===== src/rtl/pixser_pkg.sv =====
// shared constants, modes and decode helpers of the pixel serializer
// assumes one 20 MHz system clock and a word-aligned AXI4-Lite register map
`default_nettype none
package pixser_pkg;
    localparam int unsigned WORD_BITS     = 30;        // serial word length
    localparam int unsigned COLOUR_BITS   = 24;        // colour bits per pixel
    localparam int unsigned POS_VS        = 24;        // vertical sync position
    localparam int unsigned POS_HS        = 25;        // horizontal sync position
    localparam int unsigned POS_DE        = 26;        // pixel valid position
    localparam int unsigned POS_PARITY    = 27;        // odd parity position
    localparam int unsigned POS_RSV       = 28;        // two reserved bits, low
    localparam logic [7:0]  OFS_CTRL      = 8'h00;     // idle timeout register
    localparam logic [7:0]  OFS_STATUS    = 8'h04;     // mode, lanes, lock
    localparam logic [7:0]  OFS_WORDS     = 8'h08;     // words sent counter
    localparam logic [15:0] CTRL_TIMEOUT_RST = 16'h0100; // idle cycles to standby
    localparam int unsigned STAT_LANES_LSB = 3;        // lane count field
    localparam int unsigned STAT_LOCK_BIT  = 5;        // pll locked flag
    localparam logic [1:0]  RESP_OKAY     = 2'h0;      // axi okay
    localparam logic [1:0]  RESP_SLVERR   = 2'h2;      // axi slave error
    localparam int unsigned CLK_PERIOD_NS = 50;        // aclk period
    localparam int unsigned PLL_LOCK_TIME_NS = 1000;   // least lock time
    localparam int unsigned PLL_LOCK_CYCLES =
        (PLL_LOCK_TIME_NS + CLK_PERIOD_NS - 1) / CLK_PERIOD_NS;

    // power modes, one-hot
    typedef enum logic [2:0] {
        MODE_SHUTDOWN = 3'h1,
        MODE_STANDBY  = 3'h2,
        MODE_ACTIVE   = 3'h4
    } mode_t;

    // bits each lane carries per word for the link-select levels
    function automatic logic [4:0] bits_per_lane(input logic lo, input logic hi);
        if (lo && hi) begin
            return 5'h0A;
        end else if (lo || hi) begin
            return 5'h0F;
        end
        return 5'h1E;
    endfunction : bits_per_lane

    // number of lanes in use, 1 to 3
    function automatic logic [1:0] lane_count(input logic lo, input logic hi);
        if (lo && hi) begin
            return 2'h3;
        end else if (lo || hi) begin
            return 2'h2;
        end
        return 2'h1;
    endfunction : lane_count
endpackage : pixser_pkg
`default_nettype wire


===== src/rtl/rgb_pixel_serializer_tx.sv =====
// pixel serializer transmitter: capture, word build, lane shifting, power modes
// assumes all pins synchronous to aclk and pixel periods of at least 30 aclk
`default_nettype none
module rgb_pixel_serializer_tx #(
    parameter logic [15:0] IDLE_TIMEOUT_RST = pixser_pkg::CTRL_TIMEOUT_RST,
    parameter int unsigned LOCK_CYCLES      = pixser_pkg::PLL_LOCK_CYCLES
) (
    input  wire logic        aclk,
    input  wire logic        aresetn,
    input  wire logic        pixel_clk,
    input  wire logic [23:0] pixel_data,
    input  wire logic        vertical_sync,
    input  wire logic        horizontal_sync,
    input  wire logic        pixel_valid,
    input  wire logic        capture_edge_select,
    input  wire logic        lane_count_sel_lo,
    input  wire logic        lane_count_sel_hi,
    input  wire logic        transmit_on,
    input  wire logic        swap,
    output logic             serial_lane_a,
    output logic             serial_lane_a_oe_n,
    output logic             serial_lane_b,
    output logic             serial_lane_b_oe_n,
    output logic             serial_lane_c,
    output logic             serial_lane_c_oe_n,
    output logic             fwd_clk,
    input  wire logic [7:0]  s_axi_awaddr,
    input  wire logic        s_axi_awvalid,
    output logic             s_axi_awready,
    input  wire logic [31:0] s_axi_wdata,
    input  wire logic [3:0]  s_axi_wstrb,
    input  wire logic        s_axi_wvalid,
    output logic             s_axi_wready,
    output logic [1:0]       s_axi_bresp,
    output logic             s_axi_bvalid,
    input  wire logic        s_axi_bready,
    input  wire logic [7:0]  s_axi_araddr,
    input  wire logic        s_axi_arvalid,
    output logic             s_axi_arready,
    output logic [31:0]      s_axi_rdata,
    output logic [1:0]       s_axi_rresp,
    output logic             s_axi_rvalid,
    input  wire logic        s_axi_rready
);
    import pixser_pkg::*;

    // whole state of the block
    typedef struct packed {
        mode_t       mode;      // power mode
        logic        pclk_d;    // pixel clock one cycle ago
        logic [7:0]  lock_cnt;  // pll lock progress
        logic [15:0] idle_cnt;  // cycles since last selected capture edge
        logic [15:0] timeout;   // software idle limit
        logic [29:0] shreg;     // word being sent
        logic [4:0]  bit_idx;   // bit slot within lane
        logic        busy;      // word on the lanes
        logic        lane_a;    // lane outputs
        logic        lane_b;
        logic        lane_c;
        logic        oe_a_n;    // lane enables, low drives
        logic        oe_b_n;
        logic        oe_c_n;
        logic        fclk;      // forwarded clock
        logic [31:0] words;     // words sent
        logic        awready;   // axi write side
        logic        wready;
        logic        bvalid;
        logic [1:0]  bresp;
        logic        arready;   // axi read side
        logic        rvalid;
        logic [1:0]  rresp;
        logic [31:0] rdata;
    } state_t;

    state_t st_r;   // registered state
    state_t st_nxt; // next state

    // build the 30-bit word from the pins
    function automatic logic [29:0] build_word(input logic [23:0] d, input logic sw,
                                               input logic vs, input logic hs,
                                               input logic de);
        logic [29:0] w;
        w = '0;
        for (int i = 0; i < COLOUR_BITS; i++) begin
            w[i] = sw ? d[COLOUR_BITS-1-i] : d[i];
        end
        w[POS_VS] = vs;
        w[POS_HS] = hs;
        w[POS_DE] = de;
        w[POS_PARITY] = ~^w[POS_DE:0];
        w[POS_RSV +: 2] = 2'h0;
        return w;
    endfunction : build_word

    // bit of the word at a slot, zero past the end
    function automatic logic pick(input logic [29:0] w, input logic [5:0] idx);
        return (idx < 6'(WORD_BITS)) ? w[idx[4:0]] : 1'b0;
    endfunction : pick

    logic [4:0] n_bits;   // bits per lane
    logic       rise;     // rising pixel edge
    logic       fall;     // falling pixel edge
    logic       sel_edge; // selected capture edge
    logic       locked;   // pll lock reached
    logic       load;     // word captured this cycle

    // edge, lane and lock decode
    always_comb begin
        n_bits   = bits_per_lane(lane_count_sel_lo, lane_count_sel_hi);
        rise     = pixel_clk && !st_r.pclk_d;
        fall     = !pixel_clk && st_r.pclk_d;
        sel_edge = capture_edge_select ? fall : rise;
        locked   = (st_r.lock_cnt == 8'(LOCK_CYCLES));
        load     = (st_r.mode == MODE_ACTIVE) && transmit_on && locked && sel_edge;
    end

    // next-state logic
    always_comb begin
        st_nxt = st_r;
        st_nxt.pclk_d = pixel_clk;
        // power mode sequencing
        case (st_r.mode)
            MODE_SHUTDOWN: begin
                if (transmit_on) begin
                    st_nxt.mode = MODE_STANDBY;
                end
            end
            MODE_STANDBY: begin
                if (sel_edge) begin
                    st_nxt.mode     = MODE_ACTIVE;   // pixel clock back
                    st_nxt.lock_cnt = 8'h00;
                    st_nxt.idle_cnt = 16'h0000;
                end
            end
            MODE_ACTIVE: begin
                if (!locked) begin
                    st_nxt.lock_cnt = st_r.lock_cnt + 8'h01;
                end
                if (sel_edge) begin
                    st_nxt.idle_cnt = 16'h0000;
                end else if (st_r.idle_cnt >= st_r.timeout) begin
                    st_nxt.mode = MODE_STANDBY;
                    st_nxt.busy = 1'b0;
                end else begin
                    st_nxt.idle_cnt = st_r.idle_cnt + 16'h0001;
                end
            end
            default: begin
                st_nxt.mode = MODE_SHUTDOWN;
            end
        endcase
        if (!transmit_on) begin
            st_nxt.mode = MODE_SHUTDOWN;
            st_nxt.busy = 1'b0;
        end
        // shifting at line rate, one bit per aclk per lane
        if (load) begin
            st_nxt.shreg   = build_word(pixel_data, swap, vertical_sync,
                                        horizontal_sync, pixel_valid);
            st_nxt.bit_idx = 5'h00;
            st_nxt.busy    = 1'b1;
            st_nxt.words   = st_r.words + 32'h1;
        end else if (st_r.busy && (st_r.mode == MODE_ACTIVE)) begin
            if (st_r.bit_idx == n_bits - 5'h01) begin
                st_nxt.busy = 1'b0;
            end else begin
                st_nxt.bit_idx = st_r.bit_idx + 5'h01;
            end
        end
        // lane data, consecutive slices of the word per lane
        st_nxt.lane_a = st_r.busy && pick(st_r.shreg, {1'b0, st_r.bit_idx});
        st_nxt.lane_b = st_r.busy && pick(st_r.shreg,
                                          6'(n_bits) + 6'(st_r.bit_idx));
        // lane c only with three lanes: for 30-bit lanes 2n plus the slot wraps six bits
        st_nxt.lane_c = st_r.busy && lane_count_sel_lo && lane_count_sel_hi &&
                        pick(st_r.shreg, 6'({n_bits, 1'b0}) + 6'(st_r.bit_idx));
        st_nxt.fclk   = st_r.busy && (st_r.bit_idx < (n_bits >> 1));
        // lane drive enables, quiet outside active
        st_nxt.oe_a_n = (st_r.mode != MODE_ACTIVE);
        st_nxt.oe_b_n = (st_r.mode != MODE_ACTIVE) ||
                        !(lane_count_sel_lo || lane_count_sel_hi);
        st_nxt.oe_c_n = (st_r.mode != MODE_ACTIVE) ||
                        !(lane_count_sel_lo && lane_count_sel_hi);
        // axi write: accept address and data together, then respond
        if (st_r.awready) begin
            st_nxt.awready = 1'b0;
            st_nxt.wready  = 1'b0;
            st_nxt.bvalid  = 1'b1;
            st_nxt.bresp   = RESP_SLVERR;
            if (s_axi_awaddr == OFS_CTRL) begin
                st_nxt.bresp = RESP_OKAY;
                if (s_axi_wstrb[0]) begin
                    st_nxt.timeout[7:0] = s_axi_wdata[7:0];
                end
                if (s_axi_wstrb[1]) begin
                    st_nxt.timeout[15:8] = s_axi_wdata[15:8];
                end
            end else if (s_axi_awaddr == OFS_STATUS || s_axi_awaddr == OFS_WORDS) begin
                st_nxt.bresp = RESP_OKAY;       // read-only, write ignored
            end
        end else if (st_r.bvalid) begin
            if (s_axi_bready) begin
                st_nxt.bvalid = 1'b0;
            end
        end else if (s_axi_awvalid && s_axi_wvalid) begin
            st_nxt.awready = 1'b1;
            st_nxt.wready  = 1'b1;
        end
        // axi read: one cycle of arready, data the cycle after
        if (st_r.arready) begin
            st_nxt.arready = 1'b0;
            st_nxt.rvalid  = 1'b1;
            st_nxt.rresp   = RESP_OKAY;
            st_nxt.rdata   = 32'h0;
            case (s_axi_araddr)
                OFS_CTRL:   st_nxt.rdata[15:0] = st_r.timeout;
                OFS_STATUS: begin
                    st_nxt.rdata[2:0] = st_r.mode;
                    st_nxt.rdata[STAT_LANES_LSB +: 2] =
                        lane_count(lane_count_sel_lo, lane_count_sel_hi);
                    st_nxt.rdata[STAT_LOCK_BIT] = locked;
                end
                OFS_WORDS:  st_nxt.rdata = st_r.words;
                default:    st_nxt.rresp = RESP_SLVERR;
            endcase
        end else if (st_r.rvalid) begin
            if (s_axi_rready) begin
                st_nxt.rvalid = 1'b0;
            end
        end else if (s_axi_arvalid) begin
            st_nxt.arready = 1'b1;
        end
    end

    // state register with synchronous reset
    always_ff @(posedge aclk) begin
        if (!aresetn) begin
            st_r         <= '0;
            st_r.mode    <= MODE_SHUTDOWN;
            st_r.timeout <= IDLE_TIMEOUT_RST;
            st_r.oe_a_n  <= 1'b1;
            st_r.oe_b_n  <= 1'b1;
            st_r.oe_c_n  <= 1'b1;
        end else begin
            st_r <= st_nxt;
        end
    end

    // outputs straight from the state register
    assign serial_lane_a      = st_r.lane_a;
    assign serial_lane_a_oe_n = st_r.oe_a_n;
    assign serial_lane_b      = st_r.lane_b;
    assign serial_lane_b_oe_n = st_r.oe_b_n;
    assign serial_lane_c      = st_r.lane_c;
    assign serial_lane_c_oe_n = st_r.oe_c_n;
    assign fwd_clk            = st_r.fclk;
    assign s_axi_awready      = st_r.awready;
    assign s_axi_wready       = st_r.wready;
    assign s_axi_bvalid       = st_r.bvalid;
    assign s_axi_bresp        = st_r.bresp;
    assign s_axi_arready      = st_r.arready;
    assign s_axi_rvalid       = st_r.rvalid;
    assign s_axi_rresp        = st_r.rresp;
    assign s_axi_rdata        = st_r.rdata;

    // captured word matches the pins of the capture cycle
    AST_CAPTURE: assert property (@(posedge aclk) disable iff (!aresetn)
        load |=> st_r.shreg == build_word($past(pixel_data), $past(swap),
            $past(vertical_sync), $past(horizontal_sync), $past(pixel_valid)))
        else $error("captured word differs from inputs");
    AST_PARITY: assert property (@(posedge aclk) disable iff (!aresetn)
        st_r.busy |-> (^st_r.shreg[POS_PARITY:0]) == 1'b1)
        else $error("word parity is not odd");
    AST_RESERVED: assert property (@(posedge aclk) disable iff (!aresetn)
        st_r.busy |-> st_r.shreg[POS_RSV +: 2] == 2'h0)
        else $error("reserved bits not low");
    AST_LANE_B_OFF: assert property (@(posedge aclk) disable iff (!aresetn)
        (!lane_count_sel_lo && !lane_count_sel_hi) |=> serial_lane_b_oe_n)
        else $error("lane b driven with both selects low");
    AST_SHUTDOWN: assert property (@(posedge aclk) disable iff (!aresetn)
        !transmit_on |=> st_r.mode == MODE_SHUTDOWN && !st_r.busy)
        else $error("not in shutdown while transmit disabled");
    AST_STANDBY: assert property (@(posedge aclk) disable iff (!aresetn)
        (st_r.mode == MODE_ACTIVE && transmit_on && !sel_edge &&
         st_r.idle_cnt >= st_r.timeout) |=> st_r.mode == MODE_STANDBY)
        else $error("idle pixel clock did not give standby");
    AST_QUIET: assert property (@(posedge aclk) disable iff (!aresetn)
        st_r.mode != MODE_ACTIVE |=> serial_lane_a_oe_n && !st_r.busy || $past(load))
        else $error("lane driven outside active mode");
    AST_BIT_STEP: assert property (@(posedge aclk) disable iff (!aresetn)
        (st_r.busy && st_r.mode == MODE_ACTIVE && transmit_on && !load &&
         st_r.bit_idx != n_bits - 5'h01 && st_r.idle_cnt < st_r.timeout)
        |=> st_r.bit_idx == $past(st_r.bit_idx) + 5'h01)
        else $error("lane slot did not advance by one");
    AST_NO_LOAD_UNLOCKED: assert property (@(posedge aclk) disable iff (!aresetn)
        $rose(st_r.mode == MODE_ACTIVE) |-> !st_r.busy [*2])
        else $error("word sent before pll lock");
endmodule : rgb_pixel_serializer_tx
`default_nettype wire


===== config.mk =====
export PLATFORM = sky130hd
export DESIGN_NAME = rgb_pixel_serializer_tx
export DESIGN_NICKNAME = d
export VERILOG_FILES = /design/src/rtl/pixser_pkg.sv /design/src/rtl/rgb_pixel_serializer_tx.sv
export SDC_FILE = /design/constraint.sdc
export NUM_CORES = 1
export LEC_CHECK = 0
export BUFFER_PORTS_ARGS = -buffer_cell sky130_fd_sc_hd__buf_2
export CORE_MARGIN = 1
export CORE_UTILIZATION = 40
export CTS_CLUSTER_SIZE = 25
export DETAILED_ROUTE_END_ITERATION = 10
export PLACE_DENSITY_LB_ADDON = 0.12
export RECOVER_POWER = 25
export SKIP_CTS_REPAIR_TIMING = 1
export SLEW_MARGIN = 5
export SYNTH_ARGS = -nofsm -noshare
export SYNTH_HDL_FRONTEND = slang
export SYNTH_SLANG_ARGS = --single-unit

===== constraint.sdc =====
create_clock -name aclk -period 2.9 [get_ports aclk]
set_input_delay 0.29 -clock aclk [delete_from_list [all_inputs] [get_ports aclk]]
set_output_delay 0.29 -clock aclk [all_outputs]
set_load 0.01 [all_outputs]

==> impl_metrics.csv, run 1 <==
group,metric,value,unit
placement,place_congestion,0.8506,
placement,port_buffers,119,
synth,syn_avg_cell_area,9.132,um^2
route,vias,6950,
setup_path,worstSetupPathType,"flip-flop to flip-flop",
floorplan,ios,140,
min_path,min_path_cells,2,
synth,synth_seq_cells,156,
route,ant_nets,0,
sta,worstMarginPinSlew,0.9162,ns
cts,cts_inserted_buffers,17,
grt,grt-ovfl-total,0,
sta,fin_tns_setup,0,ns
synth,async_flop_share,0,%
route,initialDrtViolationCount,384,
sta,setup_viol,0,
cells_and_area,ff_latch_area,3123,um^2
job,cap_violations,0,
synth,synth_edf_count,0,
route,post-route-drc-count,0,
synth,syn-cell-area,8566,um^2
min_path,worst_hold_path_type,"input pin to flip-flop",
cts,clkTransAtPathRegs,0.07,ns
sta,fin_skew,0.01344,ns
sta,final.period_utilization,88.66,%
placement,place_area,9315,um^2
grt,antenna_found_initial,0,
setup_path,worst-r2r-cell-count,9,
floorplan,fp.coreArea,21020,um^2
grt,grt_pass1_vias,6459,
sta,slew_violations,0,
grt,grt_use_total,19.74,%
cells_and_area,layout-drive-gt1-share,17.79,%
sta,max_clock_freq,388.9,MHz
power_and_ir_drop,vdd_drop_max,299.5,uV
power_and_ir_drop,power,4.754,mW
floorplan,rows,53,
synth,ys_seq_area_share,36.46,%
setup_path,worst-path-max-fanout,10,
synth,yosys-top-cells-area,"dfxtp_1 (36%), mux2i_1 (6.3%), mux4_2 (6.0%), ha_1 (4.8%), nor2_1 (4.2%)",
cells_and_area,area_growth,15.09,%
grt,grt_pass1_wl,34.27,mm
sta,fin_crit,2.571,ns
floorplan,dieArea,22000,um^2
floorplan,die_height,148.3,um
grt,grt_max_degree,64,
floorplan,die_x,148.3,um
sta,grt_setup_unrepaired,"false",
sta,slew_headroom,38.92,%
synth,yosysTopAreaCellShare,36.46,%
setup_path,endpoint_kind,"flip-flop",
status,status,"finished, final reports clean",
route,dr.pass1.iters,5,
cts,clockRootBuffer,"clkbuf_16",
setup_path,cp.required,3.22,ns
sta,hold_viol,0,
synth,synthFlopType,"dfxtp_1",
power_and_ir_drop,powerDensity,482.2,nW/um^2
route,vias_per_cell,5.285,
cts,clk_latency,0.43,ns
cells_and_area,antenna_cells,0,
power_and_ir_drop,leakagePower,3.761,nW
cells_and_area,n_fill_cell,2086,
cells_and_area,finish.instance_area,9858,um^2
placement,hpwl,15.42,mm
cells_and_area,final_nets,1152,
cts,cts_tree,"yes",
route,finalWirelength,20.88,mm
synth,synth_top_area_cell,"dfxtp_1",
setup_path,startpoint_type,"flip-flop",
cts,clock_path_buffers,2,
cells_and_area,multi_input_area,4865,um^2
cts,htreeDepth,4,
floorplan,start_util,40.75,%
route,wl_per_cell,15.88,um
cts,cts_sinks,156,
cells_and_area,final_cells,1315,
setup_path,crit_arrival,2.90,ns
synth,syn_inst,938,
synth,yosysWarningCount,0,
placement,dp.cells,1283,
synth,synth_cell_types,65,
cells by family (layout without fill, tap and decap cells):
logic type	Yosys count	in the layout	synth area share, %
adders and majority gates	33	33	4.820
xor gates and xnor gates	72	72	7.610
buffers and inverters	118	219	6.968
other	1	2	0.04378
and+or+nand+nor	311	311	17.94
muxes	80	80	12.75
AOI/OAI and AO/OA	167	167	13.41
DFF	156	156	36.46
registers in the layout, summed over array words and instances (netlist names):
name and cells:
s_axi_arready 1, s_axi_wready 1, s_axi_rdata 32, st_r 110, serial_lane_a 1, s_axi_bvalid 1
s_axi_bresp 1, serial_lane_c 1, s_axi_awready 1, serial_lane_b 1, fwd_clk 1, serial_lane_c_oe_n 1
s_axi_rvalid 1, serial_lane_a_oe_n 1, serial_lane_b_oe_n 1, s_axi_rresp 1
routing by layer:
layer | vias to the layer above | routed length, um | GRT usage (%)
li1 | 3510 | - | -
met1 | 3255 | 10220 | 27.40
met2 | 167 | 9476 | 30.68
met3 | 18 | 963 | 4.172
met4 | 0 | 215 | 5.825
met5 | - | 0 | 0
power by group:
part           internal (mW)  switching (mW)  total (mW)
Sequential              2.15         0.00944        2.16
Clock                   1.16            1.07        2.23
Combinational          0.172           0.192       0.364
Total                   3.48            1.27        4.75
area by class of cell:
class | count | share of cell area (%)
timing repair buffer | 151 | 8.059
tap | 275 | 3.490
multi-input combinational | 665 | 49.35
clock buffer | 17 | 4.315
clock inverter | 15 | 1.739
inverter | 36 | 1.371
sequential | 156 | 31.68
through the flow:
step / worst slack, ns / util (%) / hold slack [ns]
final: 0.3289 / 46.90 / 0.08253
after detailed placement: -0.06395 / 44.31 / 0.4365
after CTS: 0.3183 / 47.15 / 0.06641
after global routing: 0.1649 / 46.90 / 0.07721
after floorplan: 0.2500 / - / 0.3708
after global placement: -0.01314 / 44.31 / 0.4295
worst paths after layout:
path | from | end | slack, ns
hold / removal | pixel_clk | st_r[156] | 0.08
setup reg to reg | st_r[118] | st_r[144] | 0.33
setup / recovery | st_r[118] | st_r[144] | 0.33
hold reg to reg | s_axi_rdata[11] | s_axi_rdata[11] | 0.45
worst max-delay path, cell delays in order, from the launching register on:
cell and delay [ns]:
dfxtp_1 0.40, inv_1 0.06, ha_1 0.28, and3_1 0.14, o21ai_0 0.07, a31o_1 0.26, a211oi_2 0.44, o21ai_1 0.13
and2_1 0.35, a311oi_1 0.32
Yosys cell counts (20+ instances only):
master,n
mux4_2,23
dfxtp_1,156
a211oi_1,28
clkbuf_1,36
xor2_1,35
xnor2_1,35
a22o_1,21
mux2i_1,54
nand2_1,82
a21oi_1,41
nor2_1,96
inv_1,36
buf_4,37
nand4_1,20
o21ai_0,29
ha_1,33
nand3_1,43
placed cells by master, fill, tap and decap left out, types with 6 or more instances in the layout:
master and n:
a31oi_1 7, or3_1 8, nor2_1 94, dfxtp_1 156, a21oi_1 41, nand3_1 43
clkbuf_1 43, nor3_1 9, clkbuf_16 17, nand2_1 82, a21o_1 8, nor2b_1 7
nand4_1 20, a22o_1 21, xnor2_1 35, xor2_1 35, buf_2 76, buf_4 31
a211oi_1 28, ha_1 33, and2_1 6, and3_1 8, o21ai_0 29, inv_1 36
mux4_2 23, nor4_1 6, mux2i_1 54
Note: power is estimated with default switching activity, not from simulation.
==> inputs of run 2 (changes only) <==
--- a/config.mk
+++ b/config.mk
@@ -10,6 +10,7 @@
 export CORE_UTILIZATION = 40
 export CTS_CLUSTER_SIZE = 25
 export DETAILED_ROUTE_END_ITERATION = 10
+export MAX_ROUTING_LAYER = met4
 export PLACE_DENSITY_LB_ADDON = 0.12
 export RECOVER_POWER = 25
 export SKIP_CTS_REPAIR_TIMING = 1
==> impl_metrics.csv, run 2 (synthesis gave the netlist of run 1 again) <==
group,metric,value,unit
route,dr.pass1.iters,5,
cts,cts_sinks,156,
placement,dp_slack,-0.06395,ns
cells_and_area,final_nets,1152,
setup_path,cp_cell_sequence,"ha_1 > o21ai_1 > nand2b_1 > xnor2_2 > mux4_2 > mux4_2 > nor2_1 > a2111oi_2",
sta,fin_crit,2.580,ns
cts,clockRootBuffer,"clkbuf_16",
route,finalWirelength,20.89,mm
setup_path,worst_path_dominant_cell_family,"multiplexers",
sta,hold_viol,0,
min_path,min_from,"pixel_clk",
route,vias_per_cell,5.295,
grt,grt_pass1_wl,34.24,mm
power_and_ir_drop,leakagePower,3.761,nW
floorplan,die_height,148.3,um
cts,cts_inserted_buffers,17,
cts,clock_path_buffers,2,
cells_and_area,top_register,"st_r",
cells_and_area,antenna_cells,0,
status,status,"finished, final reports clean",
cts,cts_tree,"yes",
route,ant_nets,0,
setup_path,r2r-end,"serial_lane_c",
setup_path,worstSetupPathType,"flip-flop to flip-flop",
cells_and_area,final_common_cell,"dfxtp_1",
setup_path,path_buf_inv,0,
setup_path,worst-r2r-cell-count,8,
grt,grt-ovfl-total,0,
setup_path,startpoint_type,"flip-flop",
grt,grt_max_degree,64,
route,vias,6963,
cells_and_area,mostFrequentLayoutCells,"dfxtp_1 (156), nor2_1 (94), nand2_1 (82), buf_2 (76), mux2i_1 (54)",
placement,port_buffers,119,
cts,clk_latency,0.44,ns
floorplan,rows,53,
placement,hpwl,15.42,mm
setup_path,crit_arrival,2.89,ns
min_path,min_path_cells,2,
cts,clkTransAtPathRegs,0.07,ns
sta,whs,0.08202,ns
cells_and_area,final_cells,1315,
setup_path,slowest_stage,"mux4_2",
sta,max_clock_freq,387.6,MHz
setup_path,reg2reg_slack,0.32,ns
min_path,hold_path_end,"st_r[156]",
sta,grt_setup_unrepaired,"false",
sta,slew_violations,0,
route,post-route-drc-count,0,
cells_and_area,area_growth,15.09,%
floorplan,die_x,148.3,um
sta,worstMarginPinSlew,0.9112,ns
cells_and_area,layout-drive-gt1-share,17.79,%
min_path,worst_hold_path_type,"input pin to flip-flop",
grt,antenna_found_initial,0,
route,initialDrtViolationCount,410,
sta,worst_slack,0.3198,ns
sta,slew_headroom,39.25,%
floorplan,fp.coreArea,21020,um^2
floorplan,start_util,40.75,%
floorplan,dieArea,22000,um^2
route,wl_per_cell,15.89,um
grt,grt_pass1_vias,6488,
power_and_ir_drop,vdd_drop_max,302.5,uV
power_and_ir_drop,powerDensity,482.4,nW/um^2
sta,fin_skew,0.01404,ns
sta,final.period_utilization,88.97,%
placement,place_area,9315,um^2
setup_path,endpoint_kind,"flip-flop",
cells_and_area,largest_register_ffs,110,
placement,dp.cells,1283,
job,cap_violations,0,
setup_path,r2r_start,"st_r[84]",
sta,setup_viol,0,
setup_path,cp.required,3.21,ns
cells_and_area,finish.instance_area,9858,um^2
placement,place_congestion,0.8641,
cts,htreeDepth,4,
setup_path,worst-path-max-fanout,6,
setup_path,slowest_delay,0.57,ns
cells_and_area,n_fill_cell,2086,
setup_path,cpMostUsedCell,"mux4_2",
grt,grt_use_total,20.31,%
floorplan,ios,140,
==> run 2: cell counts in the layout (fill, tap and decap cells not counted) <==
No cell type changed its count.
==> run 2: metal layers <==
metal  wire (um)  track usage (%)
met2        9457            30.68
met3        1043            3.865
met1       10150            27.42
met5           0                -
met4         235            6.134
==> run 2: layout make-up <==
type | count | area, um^2 | area share (%)
multi-input cells | 665 | 4865 | 49.35
flip-flops and latches | 156 | 3123 | 31.68
repair buffers | 151 | 794.5 | 8.059
clock buffers | 17 | 425.4 | 4.315
well taps | 275 | 344.1 | 3.490
clock inverters | 15 | 171.4 | 1.739
inverters | 36 | 135.1 | 1.371
==> run 2: where the power goes <==
part	switching, mW	internal, mW
registers	0.00941	2.15
clock network	1.07	1.16
logic	0.192	0.172
total	1.27	3.48
==> run 2: worst reg2reg max path, delay by kind of cell (launching register included) <==
kind,cells,cell delay (ns)
AOI/OAI and AO/OA,2,0.14
xor gates and xnor gates,1,0.41
adders and majority gates,1,0.30
DFF,1,0.33
muxes,2,1.05
and+or+nand+nor,2,0.25
==> run 2: worst max-delay path by stage <==
stage,start,end,slack (ns),depth (start not counted)
global route,st_r[84],serial_lane_c,0.16,8
finish,st_r[84],serial_lane_c,0.32,8
CTS,st_r[84],serial_lane_c,0.32,8
detailed placement,lane_count_sel_lo,serial_lane_c,-0.06,11
global placement,lane_count_sel_lo,serial_lane_c,-0.01,11
floorplan,lane_count_sel_lo,serial_lane_c,0.25,10
==> run 2: through the flow <==
stage	utilization [%]	power, mW	setup TNS [ns]
floorplan	-	2.451	0
global placement	44.31	2.572	-0.01314
detailed placement	44.31	2.574	-0.06395
CTS	47.15	4.819	0
global route	46.90	4.936	0
finish	46.90	4.755	0
==> inputs of run 3 (changes only) <==
--- a/config.mk
+++ b/config.mk
@@ -6,6 +6,8 @@
 export NUM_CORES = 1
 export LEC_CHECK = 0
 export BUFFER_PORTS_ARGS = -buffer_cell sky130_fd_sc_hd__buf_2
+export CELL_PAD_IN_SITES_DETAIL_PLACEMENT = 0
+export CELL_PAD_IN_SITES_GLOBAL_PLACEMENT = 1
 export CORE_MARGIN = 1
 export CORE_UTILIZATION = 40
 export CTS_CLUSTER_SIZE = 25
==> constraint.sdc (replaced) <==
create_clock -name aclk -period 3 [get_ports aclk]
set_input_delay 0.3 -clock aclk [delete_from_list [all_inputs] [get_ports aclk]]
set_output_delay 0.3 -clock aclk [all_outputs]
set_load 0.01 [all_outputs]
==> impl_metrics.csv, run 3 (synthesis gave the netlist of run 1 again) <==
group,metric,value,unit
status,status,"finished, final reports clean",
setup_path,worst-path-max-fanout,11,
route,initialDrtViolationCount,349,
cts,cts_inserted_buffers,17,
setup_path,r2r_start,"st_r[121]",
cells_and_area,antenna_cells,0,
route,ant_nets,0,
power_and_ir_drop,clkPwrFrac,47.6,%
placement,place_congestion,0.8593,
setup_path,slowest_stage,"nor2_1",
floorplan,fp.coreArea,21020,um^2
cells_and_area,largest_register_ffs,110,
cts,clk_latency,0.44,ns
floorplan,ios,140,
floorplan,start_util,40.75,%
power_and_ir_drop,pwr-share-seq,44.7,%
route,vias,6933,
min_path,min_path_cells,2,
power_and_ir_drop,power_frac_comb,7.6,%
placement,port_buffers,119,
setup_path,r2r-end,"st_r[139]",
floorplan,dieArea,22000,um^2
cells_and_area,top_register,"st_r",
grt,grt_use_total,21.12,%
setup_path,worst-r2r-cell-count,9,
grt,antenna_found_initial,0,
power_and_ir_drop,vdd_drop_max,330.5,uV
setup_path,worst_path_dominant_cell_family,"compound AO/OA/AOI/OAI gates",
setup_path,slowest_delay,0.64,ns
sta,max_clock_freq,368.9,MHz
route,dr.pass1.iters,5,
sta,fin_crit,2.711,ns
setup_path,path_buf_inv,1,
sta,fin_tns_setup,0,ns
route,wl_per_cell,16.26,um
cells_and_area,mostFrequentLayoutCells,"dfxtp_1 (156), nor2_1 (94), nand2_1 (82), buf_2 (77), mux2i_1 (54)",
sta,slew_violations,0,
setup_path,path_depth,9,
cts,cts_sinks,156,
route,finalWirelength,21.33,mm
setup_path,crit_arrival,3.06,ns
cts,htreeDepth,4,
floorplan,rows,53,
sta,setup_viol,0,
cells_and_area,final_cells,1312,
power_and_ir_drop,powerDensity,471.7,nW/um^2
placement,hpwl,15.56,mm
setup_path,critPathLaunch,"st_r[121]",
grt,grt_pass1_wl,35.50,mm
sta,hold_viol,0,
grt,grt-ovfl-total,0,
min_path,worst_hold_path_type,"input pin to flip-flop",
power_and_ir_drop,leakagePower,3.767,nW
route,post-route-drc-count,0,
setup_path,reg2reg_slack,0.29,ns
setup_path,cpMostUsedCell,"a21o_1",
floorplan,die_x,148.3,um
cts,cts_tree,"yes",
power_and_ir_drop,p_int,3.383,mW
setup_path,cp.required,3.35,ns
floorplan,die_height,148.3,um
grt,grt_pass1_vias,6788,
setup_path,endpoint_kind,"flip-flop",
setup_path,worstSetupPathType,"flip-flop to flip-flop",
placement,dp.cells,1280,
setup_path,endpoint,"st_r[139]",
grt,grt_max_degree,92,
cells_and_area,layout-drive-gt1-share,17.55,%
sta,fin_skew,0.01567,ns
sta,slew_headroom,26.65,%
cts,clkTransAtPathRegs,0.08,ns
route,vias_per_cell,5.284,
setup_path,startpoint_type,"flip-flop",
sta,final.period_utilization,90.35,%
cells_and_area,final_common_cell,"dfxtp_1",
sta,grt_setup_unrepaired,"false",
power_and_ir_drop,p_switching,1.274,mW
power_and_ir_drop,switching_share,27.35,%
setup_path,cp_cell_sequence,"inv_1 > ha_1 > a21o_1 > a21o_1 > a21oi_1 > a211oi_2 > nor2_1 > a41oi_1 > a311oi_1",
job,cap_violations,0,
cts,clock_path_buffers,2,
cells_and_area,final_nets,1149,
sta,worstMarginPinSlew,1.100,ns
cells_and_area,area_growth,15.24,%
cts,clockRootBuffer,"clkbuf_16",
[run 3: power by group through the flow]
stage | Combinational [mW] | Clock [mW] | Sequential [mW]
2_1_floorplan | 0.238 | 0 | 2.13
3_3_place_gp | 0.362 | 0 | 2.13
3_5_place_dp | 0.363 | 0 | 2.13
4_1_cts | 0.364 | 2.28 | 2.08
5_1_grt | 0.389 | 2.36 | 2.08
6_report | 0.356 | 2.22 | 2.08
[run 3: final cells by class]
| type | count | area (um^2) |
|---|---|---|
| Multi-Input combinational cell | 665 | 4865 |
| Timing Repair Buffer | 148 | 782.0 |
| Tap cell | 275 | 344.1 |
| Sequential cell | 156 | 3123 |
| Clock inverter | 15 | 196.4 |
| Fill cell | 2039 | 11150 |
| Inverter | 36 | 135.1 |
| Clock buffer | 17 | 425.4 |
[run 3: how the worst min path moves through the flow]
| stage | slack [ns] | to | start |
|---|---|---|---|
| global placement | 0.44 | s_axi_arready | s_axi_rvalid |
| CTS | 0.09 | st_r[126] | s_axi_wdata[10] |
| global route | 0.10 | st_r[123] | s_axi_wdata[7] |
| floorplan | 0.38 | st_r[157] | transmit_on |
| finish | 0.11 | st_r[156] | pixel_clk |
| detailed placement | 0.44 | s_axi_rdata[9] | s_axi_rdata[9] |
[run 3: metrics by stage]
step	total power, mW	setup slack [ns]	instance area, um^2	hold slack, ns	util [%]
2_1_floorplan	2.369	0.3400	8569	0.3808	-
3_3_place_gp	2.493	0.09491	9305	0.4360	44.27
3_5_place_dp	2.494	0.05641	9305	0.4407	44.27
4_1_cts	4.724	0.2762	9927	0.09211	47.22
5_1_grt	4.828	0.03077	9871	0.1004	46.96
6_report	4.656	0.2895	9871	0.1058	46.96
[run 3: per-layer routing]
layer	vias up	routed length, um	GRT usage, %
met4	0	207	5.928
met5	-	0	-
met3	20	1185	3.804
met2	188	9508	32.96
met1	3218	10430	27.94
li1	3507	-	-
